--- src/clkout_pkg.sv ---
// Package with register map, field layout and encodings for the clock output channel.
package clkout_pkg;
   localparam logic [3:0]  ADDR_DIV_CONFIG    = 4'h0;
   localparam logic [3:0]  ADDR_DRV_ENABLE    = 4'h4;
   localparam logic [3:0]  ADDR_DRV_MODE      = 4'h8;
   localparam logic [3:0]  ADDR_STATUS        = 4'hC;
   localparam int          RATIO_W            = 14;
   localparam logic [13:0] RATIO_RESET        = 14'h0069;
   localparam logic [13:0] RATIO_MIN          = 14'h000A;
   localparam int          REG_ON_BIT         = 15;
   localparam logic        REG_ON_RESET       = 1'h1;
   localparam int          PD_BIT             = 0;
   localparam int          DIS_BIT            = 1;
   localparam int          DSTATE_LSB         = 2;
   localparam int          MODE_LSB           = 0;
   localparam logic [1:0]  DSTATE_LOWLOW      = 2'h0;
   localparam logic [1:0]  DSTATE_LOWHIGH     = 2'h1;
   localparam logic [1:0]  DSTATE_HIZ         = 2'h2;
   localparam logic [1:0]  DSTATE_RUN         = 2'h3;
   localparam logic [1:0]  MODE_HCSL          = 2'h0;
   localparam logic [1:0]  MODE_LVDS          = 2'h2;
   localparam logic [1:0]  MODE_CMOS          = 2'h3;
   localparam logic [1:0]  MODE_RESET         = 2'h0;
   typedef enum logic [1:0] {
      DRV_OFF     = 2'b00,
      DRV_RUN     = 2'b01,
      DRV_HOLD    = 2'b11
   } drv_state_t;
endpackage

--- src/clk_divider.sv ---
// Integer clock divider producing a near-50 percent duty output.
`timescale 1ns/1ps
`default_nettype none
module clk_divider #(
   parameter int RW = 14
) (
   input  wire logic          ref_clk_in,
   input  wire logic          reset_in,
   input  wire logic          run_in,
   input  wire logic [RW-1:0] ratio_in,
   output logic               clk_div_out
);
   logic [RW-1:0] count_q, count_d;
   logic          div_q, div_d;

   // The count must reach past the smallest legal ratio of ten.
   if (RW < 4) begin : g_bad_width
      $error("RW is too narrow for the smallest legal ratio");
   end

   always_comb begin
      count_d = count_q;
      div_d   = div_q;
      if (!run_in) begin
         count_d = '0;
         div_d   = 1'b0;
      end else if (count_q >= ratio_in - RW'(1)) begin
         count_d = '0;
         div_d   = 1'b0;
      end else begin
         count_d = count_q + RW'(1);
         if (count_q == (ratio_in >> 1) - RW'(1)) begin
            div_d = 1'b1;
         end
      end
   end

   always_ff @(posedge ref_clk_in) begin
      if (reset_in) begin
         count_q <= '0;
         div_q   <= 1'b0;
      end else begin
         count_q <= count_d;
         div_q   <= div_d;
      end
   end

   assign clk_div_out = div_q;
endmodule
`default_nettype wire

--- src/clkout_channel.sv ---
// Clock output channel: register port, divider and differential driver pin control.
//
// Overview of operation
// - Divider divides by 14-bit ratio, reset 0x69; ratios under ten are invalid.
// - Top bit of divider config turns divider regulator on; reset value one.
// - Force-off bit one puts the driver in its disabled state regardless of external enable; power-down wins.
// - Disabled state zero holds both pins low, LVDS holds true low, complement high.
// - Disabled state three keeps the driver toggling, for debug only.
// - Power-down tri-states both pins and ignores all output-enable control.
// - Driver type code: zero HCSL, two LVDS, three CMOS, one reserved.
`timescale 1ns/1ps
`default_nettype none
module clkout_channel
   import clkout_pkg::*;
#(
   parameter int RATIO_WIDTH = clkout_pkg::RATIO_W
) (
   input  wire logic       ref_clk_in,
   input  wire logic       reset_in,
   input  wire logic [3:0] addr_in,
   input  wire logic [15:0] wdata_in,
   input  wire logic       wr_in,
   input  wire logic       rd_in,
   input  wire logic       ext_enable_in,
   output logic [15:0]     rdata_out,
   output logic            divider_regulator_on_out,
   output logic            clock_pin_true_out,
   output logic            clock_pin_complement_out,
   output logic            clock_pin_true_oe_n_out,
   output logic            clock_pin_complement_oe_n_out
);
   if (RATIO_WIDTH != RATIO_W) begin : g_bad_ratio_width
      $error("RATIO_WIDTH must equal the 14-bit ratio field");
   end

   ////////////////////////////////////////////////////////////////////////////
   logic [13:0] ratio_q, ratio_d;
   logic        reg_on_q, reg_on_d;
   logic        pd_q, pd_d;
   logic        dis_q, dis_d;
   logic [1:0]  dstate_q, dstate_d;
   logic [1:0]  mode_q, mode_d;
   logic [15:0] rdata_q, rdata_d;
   drv_state_t  state_q, state_d;
   logic        tp_q, tp_d, cp_q, cp_d, toe_q, toe_d, coe_q, coe_d;
   logic        clk_div;
   logic        ratio_ok;

   function automatic logic [15:0] read_mux(input logic [3:0] a);
      case (a)
         ADDR_DIV_CONFIG: read_mux = {reg_on_q, 1'b0, ratio_q};
         ADDR_DRV_ENABLE: read_mux = {12'h000, dstate_q, dis_q, pd_q};
         ADDR_DRV_MODE:   read_mux = {14'h0000, mode_q};
         ADDR_STATUS:     read_mux = {13'h0000, ratio_ok, state_q};
         default:         read_mux = 16'h0000;
      endcase
   endfunction

   // Software must not program small ratios; the status word flags it rather than clamping.
   assign ratio_ok = (ratio_q >= RATIO_MIN);

   always_comb begin
      ratio_d  = ratio_q;
      reg_on_d = reg_on_q;
      pd_d     = pd_q;
      dis_d    = dis_q;
      dstate_d = dstate_q;
      mode_d   = mode_q;
      rdata_d  = 16'h0000;
      if (wr_in) begin
         case (addr_in)
            ADDR_DIV_CONFIG: begin
               ratio_d  = wdata_in[RATIO_W-1:0];
               reg_on_d = wdata_in[REG_ON_BIT];
            end
            ADDR_DRV_ENABLE: begin
               pd_d     = wdata_in[PD_BIT];
               dis_d    = wdata_in[DIS_BIT];
               dstate_d = wdata_in[DSTATE_LSB +: 2];
            end
            ADDR_DRV_MODE: mode_d = wdata_in[MODE_LSB +: 2];
            default: ;
         endcase
      end
      if (rd_in) begin
         rdata_d = read_mux(addr_in);
      end
   end

   always_ff @(posedge ref_clk_in) begin
      if (reset_in) begin
         ratio_q  <= RATIO_RESET;
         reg_on_q <= REG_ON_RESET;
         pd_q     <= 1'b0;
         dis_q    <= 1'b0;
         dstate_q <= DSTATE_LOWLOW;
         mode_q   <= MODE_RESET;
         rdata_q  <= 16'h0000;
      end else begin
         ratio_q  <= ratio_d;
         reg_on_q <= reg_on_d;
         pd_q     <= pd_d;
         dis_q    <= dis_d;
         dstate_q <= dstate_d;
         mode_q   <= mode_d;
         rdata_q  <= rdata_d;
      end
   end

   ////////////////////////////////////////////////////////////////////////////
   // The divider stops while its regulator is off, since it has no supply then.
   clk_divider #(
      .RW (RATIO_WIDTH)
   ) u_div (
      .ref_clk_in  (ref_clk_in),
      .reset_in    (reset_in),
      .run_in      (reg_on_q),
      .ratio_in    (ratio_q),
      .clk_div_out (clk_div)
   );

   ////////////////////////////////////////////////////////////////////////////
   always_comb begin
      if (pd_q) begin
         state_d = DRV_OFF;
      end else if (dis_q || !ext_enable_in) begin
         state_d = DRV_HOLD;
      end else begin
         state_d = DRV_RUN;
      end
   end

   // Pin levels; an enable of zero means the pin is driven.
   always_comb begin
      tp_d  = 1'b0;
      cp_d  = 1'b0;
      toe_d = 1'b0;
      coe_d = 1'b0;
      case (state_q)
         DRV_OFF: begin
            toe_d = 1'b1;
            coe_d = 1'b1;
         end
         DRV_RUN: begin
            tp_d = clk_div;
            cp_d = ~clk_div;
         end
         DRV_HOLD: begin
            case (dstate_q)
               DSTATE_LOWLOW: cp_d = (mode_q == MODE_LVDS);
               DSTATE_LOWHIGH: cp_d = 1'b1;
               DSTATE_HIZ: begin
                  toe_d = 1'b1;
                  coe_d = 1'b1;
               end
               DSTATE_RUN: begin
                  tp_d = clk_div;
                  cp_d = ~clk_div;
               end
               default: ;
            endcase
         end
         default: begin
            toe_d = 1'b1;
            coe_d = 1'b1;
         end
      endcase
   end

   always_ff @(posedge ref_clk_in) begin
      if (reset_in) begin
         state_q <= DRV_OFF;
         tp_q    <= 1'b0;
         cp_q    <= 1'b0;
         toe_q   <= 1'b1;
         coe_q   <= 1'b1;
      end else begin
         state_q <= state_d;
         tp_q    <= tp_d;
         cp_q    <= cp_d;
         toe_q   <= toe_d;
         coe_q   <= coe_d;
      end
   end

   assign rdata_out                     = rdata_q;
   assign divider_regulator_on_out      = reg_on_q;
   assign clock_pin_true_out            = tp_q;
   assign clock_pin_complement_out      = cp_q;
   assign clock_pin_true_oe_n_out       = toe_q;
   assign clock_pin_complement_oe_n_out = coe_q;
endmodule
`default_nettype wire

--- config.mk ---
export PLATFORM = sky130hd
export DESIGN_NAME = clkout_channel
export DESIGN_NICKNAME = d
export VERILOG_FILES = /design/src/clkout_pkg.sv /design/src/clk_divider.sv /design/src/clkout_channel.sv
export SDC_FILE = /design/constraint.sdc
export NUM_CORES = 1
export LEC_CHECK = 0
export BUFFER_PORTS_ARGS = -buffer_cell sky130_fd_sc_hd__buf_4
export CAP_MARGIN = 20
export CORE_ASPECT_RATIO = 1.5
export CORE_MARGIN = 3
export CORE_UTILIZATION = 55
export CTS_CLUSTER_DIAMETER = 100
export DETAILED_ROUTE_END_ITERATION = 10
export PLACE_DENSITY = 0.89
export SLEW_MARGIN = 20
export SYNTH_ARGS = -nofsm -noshare
export SYNTH_HDL_FRONTEND = slang
export SYNTH_SLANG_ARGS = --single-unit
--- constraint.sdc ---
create_clock -name ref_clk_in -period 7.3 [get_ports ref_clk_in]
set_input_delay 1.095 -clock ref_clk_in [delete_from_list [all_inputs] [get_ports ref_clk_in]]
set_output_delay 1.095 -clock ref_clk_in [all_outputs]
set_load 0.02 [all_outputs]
======== Word level (Yosys, flattened, before mapping) ========
Cells that the tools add are included.
storage, ports and cells
  register bits after elaboration ......... 57
  output and inout port bits .............. 21
  logic and storage cells ................. 49
cells by class
  add/sub/neg operators ................... 3
  $lt $le $gt $ge ......................... 2
  equal/unequal tests ..................... 10
  muxes and demuxes ....................... 8
  bitwise operators ....................... 3
  reduce and logical (&&, ||, !) cells .... 10
operators by type and width
  operator                                                                count
  16-bit case mux with 4 select lines                                     1
  14-bit by 1-bit adder with 14-bit output, second input constant         1
  14-bit equality test                                                    1
  14-bit >= comparator                                                    1
  14-bit by 4-bit >= comparator with 1-bit output, second input constant  1
  13-bit by 1-bit subtractor with 14-bit output, second input constant    1
  14-bit by 1-bit subtractor with 14-bit output, second input constant    1
  2-bit equality test, second input constant                              4
  4-bit equality test, second input constant                              2
  1-bit case mux with 2 select lines                                      3
  2-bit AND reduction                                                     3
  2-bit by 1-bit equality test with 1-bit output, second input constant   2
  4-bit by 3-bit equality test with 1-bit output, second input constant   1
  4-bit zero test                                                         1
  2-bit OR reduction                                                      2
  1-bit NOT                                                               3
  1-bit case mux with 3 select lines                                      1
  3-bit OR reduction                                                      1
  2-bit zero test                                                         1
  1-bit 2-to-1 mux                                                        2
  2-bit 2-to-1 mux                                                        1
  1-bit zero test                                                         1
  1-bit logical OR                                                        1

======== Depth between registers and ports, before layout ========
Gate-level depths: netlist of the first run.
  depth in word-level cells ............... 3
  mapped depth ............................ 14

======== Hierarchy ========
A second synthesis of the first run with hierarchy kept.
second synthesis, totals
  cells, all modules ...................... 355
  area total of the unflattened synthesis .. 3131.8 um^2
modules (own cells, without submodules)
  module          instances  cells an instance  area each (um^2)  seq. area each (um^2)
  clkout_channel  1          160                1567.8            820.8
  clk_divider     1          195                1564.0            300.3

======== Least setup slack after synthesis of the first run ========
No wires, ideal clock.
  path type ............................... reg-to-reg
  from .................................... reg ratio_q[1]
  to ...................................... reg u_div.count_q[10]
  library setup time ...................... 0.117 ns
  arrival time ............................ 2.690 ns
  required time ........................... 7.183 ns
  setup slack ............................. 4.493 ns
  stages on the path, launching flop included .. 14
  buffers on the path ..................... 2
  period minus slack after synthesis ...... 2.807 ns
  cell sequence ........................... dfxtp_1 -> clkbuf_1 -> inv_1 -> ha_1 -> nand2_1 -> nand3_1 -> xor2_1 -> ha_1 -> nand2_1 -> nor4_1 -> a2111oi_2 -> o311ai_2 -> buf_2 -> nor2_1
between the ends
  cells in the longest elaborated chain, start to end .. 3
RTL lines
  item                                           line                   text
  start: declaration                             clkout_channel.sv:37   logic [13:0] ratio_q, ratio_d;
  start signal: assignment                       clkout_channel.sv:100  ratio_q <= ratio_d;
  14-bit by 1-bit subtractor with 14-bit output  clk_divider.sv:27      end else if (count_q >= ratio_in - RW'(1)) begin
  14-bit >= comparator                           clk_divider.sv:27
  3-bit OR reduction (no line)                   n/a
  end signal: assignment                         clk_divider.sv:43      count_q <= count_d;
  end: declaration                               clk_divider.sv:13      logic [RW-1:0] count_q, count_d;
Every way passes these cells.
A chain may end at the register's enable or synchronous reset.

======== Worst setup path after layout of the first run ========
  from .................................... reg ratio_q[0]
  to ...................................... reg u_div.count_q[2]
Same word-level chain as after synthesis.

==> results.sh, run 1 <==
export IMPL_met3_length_um=290
export IMPL_synthesis_nets=399
export IMPL_drv_slew=0
export IMPL_p_int_w=0.000437
export IMPL_die_w_um=67.1
export IMPL_max_stage_delay_ns=0.93
export IMPL_ys_warn_count=0
export IMPL_hold_path_class="register to register"
export IMPL_portBuffers=43
export IMPL_hold_viol_final=0
export IMPL_power_density_mw_per_mm2=164
export IMPL_synthToLayoutAreaGrowth_pct=13.2
export IMPL_reg2reg_depth=12
export IMPL_cts_buffer_depth=2
export IMPL_worst_slew_pin_slew_ns=1.09
export IMPL_crit_required_ns=7.47
export IMPL_top_layer_used="met4"
export IMPL_routedWlPerCell_um=15.1
export IMPL_critPathKind="register to register"
export IMPL_ios=46
export IMPL_dp_hpwl_um=5180
export IMPL_ir_worst_vdd_v=0.000124
export IMPL_ys_flop_type="dfxtp_1"
export IMPL_yosys_top_cells_count="dfxtp_1, nand2_1, nor2_1, xor2_1, a21oi_1"
export IMPL_fin_setup_tns_ns=0
export IMPL_synth_area_mm2=0.00308
export IMPL_core_area_mm2=0.00529
export IMPL_hold_depth=2
export IMPL_numCtsBuffers=5
export IMPL_clockRootBuffer="clkbuf_8"
export IMPL_gp_congestion=0.883
export IMPL_cts_sinks=56
export IMPL_crit_arrival_ns=3.68
export IMPL_r2r_start="ratio_q[0]"
export IMPL_insertion_delay_ns=0.31
export IMPL_die_y_um=97.7
export IMPL_rows=32
export IMPL_setup_worst_path_start_class="register"
export IMPL_cts_hold_buf=0
export IMPL_drt_iter0_drc=131
export IMPL_postCtsSetupBuffers=0
export IMPL_clk_pin_slew_ns=0.10
export IMPL_path_cells="inv_1 -> ha_1 -> nand2_1 -> nor2_1 -> nand2_1 -> xor2_1 -> ha_1 -> nand2_1 -> nor4_1 -> a2111oi_2 -> o311ai_2 -> nor2_1"
export IMPL_r2r_end="u_div.count_q[2]"
export IMPL_nets=429
export IMPL_synth_seq_cells=56
export IMPL_crit_start="ratio_q[0]"
export IMPL_overflow=0
export IMPL_drt_met1_wl_um=2520
export IMPL_p_switching_w=0.000135
export IMPL_routed_wl_um=6850
export IMPL_drive_above_1_share_pct=16.3
export IMPL_reg2reg_slack_ns=3.79
export IMPL_endpoint="u_div.count_q[2]"
export IMPL_comb_power_share_pct=8.3
export IMPL_synthArstFlopShare_pct=0
export IMPL_cts_tree="done"
export IMPL_final_cells=454
export IMPL_yosys_area_top_type_share_pct=36.4
export IMPL_yosys_area_top_type="dfxtp_1"
export IMPL_met2_length_um=3760
export IMPL_initial_core_util_pct=58.3
export IMPL_dieArea_mm2=0.00655
export IMPL_worst_path_max_delay_cell="o311ai_2"
export IMPL_rsz0062_at_grt="false"
export IMPL_track_usage_pct=21.7
export IMPL_clkPwrFrac_pct=36.1
export IMPL_max_slew_margin_rel_pct=27.1
export IMPL_drc_errors=0
export IMPL_vias=2600
export IMPL_end_kind="register"
export IMPL_cts_resized=0
export IMPL_viasPerCell=5.73
export IMPL_syn_area_per_cell_um2=8.68
export IMPL_grt_pass1_wl_um=11200
export IMPL_yosysMostFrequentCell="dfxtp_1"
export IMPL_ys_types=46
export IMPL_period_needed_ns=3.51
export IMPL_yosysSeqAreaShare_pct=36.4
export IMPL_max_clock_freq_mhz=285
export IMPL_synth_area_leaders="dfxtp_1, ha_1, nand2_1"
export IMPL_first_pass_iters=4
export IMPL_drv_cap=0
export IMPL_cp_common_cell="nand2_1"
export IMPL_antennaDiodeCount=0
export IMPL_leakagePower_nw=1.42
export IMPL_synth_edf_count=0
export IMPL_switching_share_pct=23.6
export IMPL_grt_antenna_before_repair=0
export IMPL_finalCritPeriodShare_pct=48.1
export IMPL_cts_htree_levels=2
export IMPL_grt_max_degree=26
export IMPL_cp_max_fo=15
export IMPL_clock_skew_ns=0.00794
export IMPL_p_seq_share_pct=55.6
export IMPL_syn_inst=355
export IMPL_antenna_left=0
export IMPL_grt_pass1_vias=2598
export IMPL_run_status="complete, no violations"
export IMPL_setup_viol=0
export IMPL_dp_cells=446
[critical path, delay by kind of cell, from the launching register on]
kind,cells,cell delay (ns)
AOI/OAI and AO/OA,2,1.04
xor gates and xnor gates,1,0.16
adders and majority gates,2,0.51
buffers and inverters,1,0.17
DFF,1,0.40
and+or+nand+nor,6,1.06
[cells in the final DEF (no fill, tap or decap), drive strengths merged, types with 4 or more instances in the layout]
master	n
a21oi	20
and3	4
and2	13
inv	9
mux2i	4
xnor2	19
nand3	15
nand3b	5
nor2b	4
nor4b	4
clkbuf	6
dfxtp	56
nor2	38
nand2	53
buf	44
ha	19
nor4	6
xor2	22
nor3	6
[area by class of cell]
class	instances	area [um2]
multi-input cells	270	1810
flip-flops and latches	56	1120
clock buffers	6	72.6
fillers	431	1800
repair buffers	44	330
inverters	8	30.0
clock inverters	2	38.8
well taps	68	85.1
[flip-flops by register name, indices dropped and copies added, names as in the netlist, 2 cells and up]
name,cells
rdata_out,15
ratio_q,14
u_div.count_q,14
dstate_q,2
mode_q,2
state_q,2
[worst min-delay path by stage]
stage	start	endpoint	slack [ns]
after floorplan	pd_q	state_q[0]	0.41
after global placement	pd_q	state_q[0]	0.47
after detailed placement	u_div.clk_div_out	clock_pin_complement_out	0.48
after CTS	dis_q	state_q[1]	0.50
after global routing	pd_q	state_q[0]	0.51
final	dis_q	state_q[1]	0.49
[routing by layer]
layer,vias to the layer above,track usage [%]
met5,-,0
met4,0,11.6
met3,29,3.82
met2,83,40.4
met1,1232,21.3
li1,1256,-
[power groups by stage]
stage,Clock [W],Combinational (W),Sequential [W]
after detailed placement,0,0.0000469,0.000325
after CTS,0.000209,0.0000476,0.000318
final,0.000207,0.0000475,0.000318
after floorplan,0,0.0000307,0.000323
after global placement,0,0.0000449,0.000325
after global routing,0.000220,0.0000521,0.000319
[kinds of logic (layout without fill, tap and decap cells)]
| logic type | after synthesis | in the layout | share of synthesized area (%) |
|---|---|---|---|
| flip-flops | 56 | 56 | 36.4 |
| multiplexers | 6 | 6 | 2.76 |
| AND/OR/NAND/NOR | 163 | 163 | 27.7 |
| AO/OA/AOI/OAI | 40 | 40 | 8.77 |
| other | 1 | 1 | 0.122 |
| XOR/XNOR | 41 | 41 | 11.7 |
| buffers and inverters | 29 | 60 | 4.83 |
| adder cells (fa/ha/maj) | 19 | 19 | 7.72 |
[through the flow]
| step | hold WS (ns) | utilization, % | instance area (um2) | total power [W] | setup slack, ns |
|---|---|---|---|---|---|
| 2_1_floorplan | 0.414 | - | 3080 | 0.000353 | 4.49 |
| 3_3_place_gp | 0.469 | 63.9 | 3380 | 0.000369 | 3.92 |
| 3_5_place_dp | 0.483 | 63.9 | 3380 | 0.000372 | 3.79 |
| 4_1_cts | 0.498 | 66.0 | 3490 | 0.000574 | 3.77 |
| 5_1_grt | 0.514 | 66.0 | 3490 | 0.000591 | 3.49 |
| 6_report | 0.492 | 66.0 | 3490 | 0.000573 | 3.79 |
No activity file was read; power rests on OpenSTA's default activity.
==> run 2, diff against run 1 <==
--- a/config.mk
+++ b/config.mk
@@ -9,10 +9,10 @@
 export CAP_MARGIN = 20
 export CORE_ASPECT_RATIO = 1.5
 export CORE_MARGIN = 3
-export CORE_UTILIZATION = 55
+export CORE_UTILIZATION = 51
 export CTS_CLUSTER_DIAMETER = 100
 export DETAILED_ROUTE_END_ITERATION = 10
-export PLACE_DENSITY = 0.89
+export PLACE_DENSITY = 0.87
 export SLEW_MARGIN = 20
 export SYNTH_ARGS = -nofsm -noshare
 export SYNTH_HDL_FRONTEND = slang
==> constraint.sdc (replaced) <==
create_clock -name ref_clk_in -period 3.2 [get_ports ref_clk_in]
set_input_delay 0.48 -clock ref_clk_in [delete_from_list [all_inputs] [get_ports ref_clk_in]]
set_output_delay 0.48 -clock ref_clk_in [all_outputs]
set_load 0.02 [all_outputs]
==> results.sh, run 2 (same netlist as run 1, synthesis figures left out) <==
export IMPL_routedWlPerCell_um=13.9
export IMPL_track_usage_pct=18.6
export IMPL_dp_cells=460
export IMPL_crit_arrival_ns=3.21
export IMPL_numCtsBuffers=5
export IMPL_rsz0062_at_grt="false"
export IMPL_clk_pin_slew_ns=0.10
export IMPL_antenna_left=0
export IMPL_grt_pass1_vias=2473
export IMPL_core_area_mm2=0.00583
export IMPL_cts_tree="done"
export IMPL_cts_hold_buf=0
export IMPL_viasPerCell=5.44
export IMPL_setup_ws_ns=0.232
export IMPL_placed_cell_area_mm2=0.00346
export IMPL_worst_slew_pin_slew_ns=0.929
export IMPL_cts_htree_levels=2
export IMPL_grt_antenna_before_repair=0
export IMPL_cts_sinks=56
export IMPL_max_stage_delay_ns=0.40
export IMPL_drt_iter0_drc=101
export IMPL_cts_buffer_depth=2
export IMPL_worst_path_max_delay_cell="dfxtp_1"
export IMPL_hold_depth=2
export IMPL_insertion_delay_ns=0.32
export IMPL_postCtsSetupBuffers=0
export IMPL_p_switching_w=0.000309
export IMPL_synthToLayoutAreaGrowth_pct=15.1
export IMPL_drc_errors=0
export IMPL_final_cells=468
export IMPL_path_depth=12
export IMPL_first_pass_iters=4
export IMPL_run_status="complete, no violations"
export IMPL_grt_max_degree=26
export IMPL_p_int_w=0.000920
export IMPL_finalCritPeriodShare_pct=92.7
export IMPL_fillers=485
export IMPL_crit_required_ns=3.44
export IMPL_die_y_um=101
export IMPL_vias=2548
export IMPL_most_common_layout_cells="dfxtp_1, buf_4, nand2_1"
export IMPL_initial_core_util_pct=52.9
export IMPL_hold_viol_final=0
export IMPL_ios=46
export IMPL_dp_hpwl_um=5110
export IMPL_drv_slew=0
export IMPL_clockRootBuffer="clkbuf_8"
export IMPL_nets=439
export IMPL_path_cells="inv_1 -> ha_1 -> nor3b_1 -> nand2_1 -> xor2_1 -> ha_1 -> nand4_1 -> nor2_1 -> nor4b_1 -> o311ai_2 -> buf_4 -> a21oi_1"
export IMPL_period_needed_ns=2.97
export IMPL_min_delay_worst_endpoint="state_q[1]"
export IMPL_dieArea_mm2=0.00703
export IMPL_max_slew_margin_rel_pct=37.6
export IMPL_antennaDiodeCount=0
export IMPL_drive_above_1_share_pct=18.4
export IMPL_leakagePower_nw=1.46
export IMPL_hold_path_class="input pin to register"
export IMPL_post_place_ws_ns=0.281
export IMPL_power_density_mw_per_mm2=346
export IMPL_p_seq_share_pct=58.7
export IMPL_setup_worst_path_start_class="register"
export IMPL_clkPwrFrac_pct=32.1
export IMPL_final_common_cell="dfxtp_1"
export IMPL_overflow=0
export IMPL_clock_skew_ns=0.00953
export IMPL_max_clock_freq_mhz=337
export IMPL_fin_setup_tns_ns=0
export IMPL_routed_wl_um=6480
export IMPL_rows=34
export IMPL_largest_register_ffs=15
export IMPL_r2r_start="ratio_q[2]"
export IMPL_min_from="ext_enable_in"
export IMPL_reg2reg_slack_ns=0.23
export IMPL_drv_cap=0
export IMPL_grt_pass1_wl_um=10600
export IMPL_reg2reg_depth=12
export IMPL_path_delay_family="simple AND/OR/NAND/NOR gates"
export IMPL_cts_resized=0
export IMPL_cp_common_cell="ha_1"
export IMPL_ir_worst_vdd_v=0.000238
export IMPL_die_w_um=69.5
export IMPL_gp_congestion=0.901
export IMPL_cp_buffers_inverters=2
export IMPL_finalInstanceArea_mm2=0.00355
export IMPL_r2r_end="u_div.clk_div_out"
export IMPL_switching_share_pct=25.1
export IMPL_setup_viol=0
export IMPL_critPathKind="register to register"
export IMPL_end_kind="register"
export IMPL_comb_power_share_pct=9.2
export IMPL_portBuffers=43
export IMPL_cp_max_fo=15
-- run 2: changes by cell type in the layout (fill, tap and decap cells not counted), sizes merged --
cell / delta
clkinv: +1
buf: +10
inv: -1
clkinvlp: +1
bufinv: -1
-- run 2: how the worst max path moves through the flow --
| stage | end | startpoint | slack, ns |
|---|---|---|---|
| final | u_div.clk_div_out | ratio_q[2] | 0.23 |
| after global routing | u_div.clk_div_out | ratio_q[2] | 0.10 |
| after CTS | u_div.clk_div_out | ratio_q[2] | 0.25 |
| after detailed placement | u_div.clk_div_out | ratio_q[2] | 0.28 |
| after global placement | u_div.clk_div_out | ratio_q[2] | 0.39 |
| after floorplan | u_div.count_q[10] | ratio_q[1] | 0.39 |
-- run 2: area by class of cell --
class	count	area [um2]	area share (%)
clock buffers	6	72.6	2.05
flip-flops and latches	56	1120	31.6
inverters	8	30.0	0.847
clock inverters	2	16.3	0.459
repair buffers	54	405	11.4
multi-input cells	270	1810	51.1
well taps	72	90.1	2.54
-- run 2: per-layer routing --
layer | routed length [um] | vias up | part of all wire [%] | track usage, %
met4 | 275 | 0 | 4.2 | 10.8
met1 | 2430 | 1188 | 37 | 18.4
met2 | 3590 | 63 | 55 | 36.8
met5 | 0 | - | 0 | 0
met3 | 187 | 23 | 2.9 | 2.28
li1 | - | 1274 | - | -
-- run 2: metrics by stage --
| step | hold slack (ns) | power, W | util (%) |
|---|---|---|---|
| after floorplan | 0.414 | 0.000806 | - |
| after global placement | 0.452 | 0.000846 | 59.3 |
| after detailed placement | 0.472 | 0.000850 | 59.3 |
| after CTS | 0.354 | 0.00124 | 60.8 |
| after global routing | 0.375 | 0.00127 | 60.8 |
| final | 0.353 | 0.00123 | 60.8 |
-- run 2: power groups by stage --
stage	combinational, W	clock [W]	sequential, W
2_1_floorplan	0.0000700	0	0.000736
5_1_grt	0.000125	0.000424	0.000723
6_report	0.000113	0.000395	0.000721
4_1_cts	0.000113	0.000404	0.000721
3_5_place_dp	0.000113	0	0.000738
3_3_place_gp	0.000109	0	0.000737
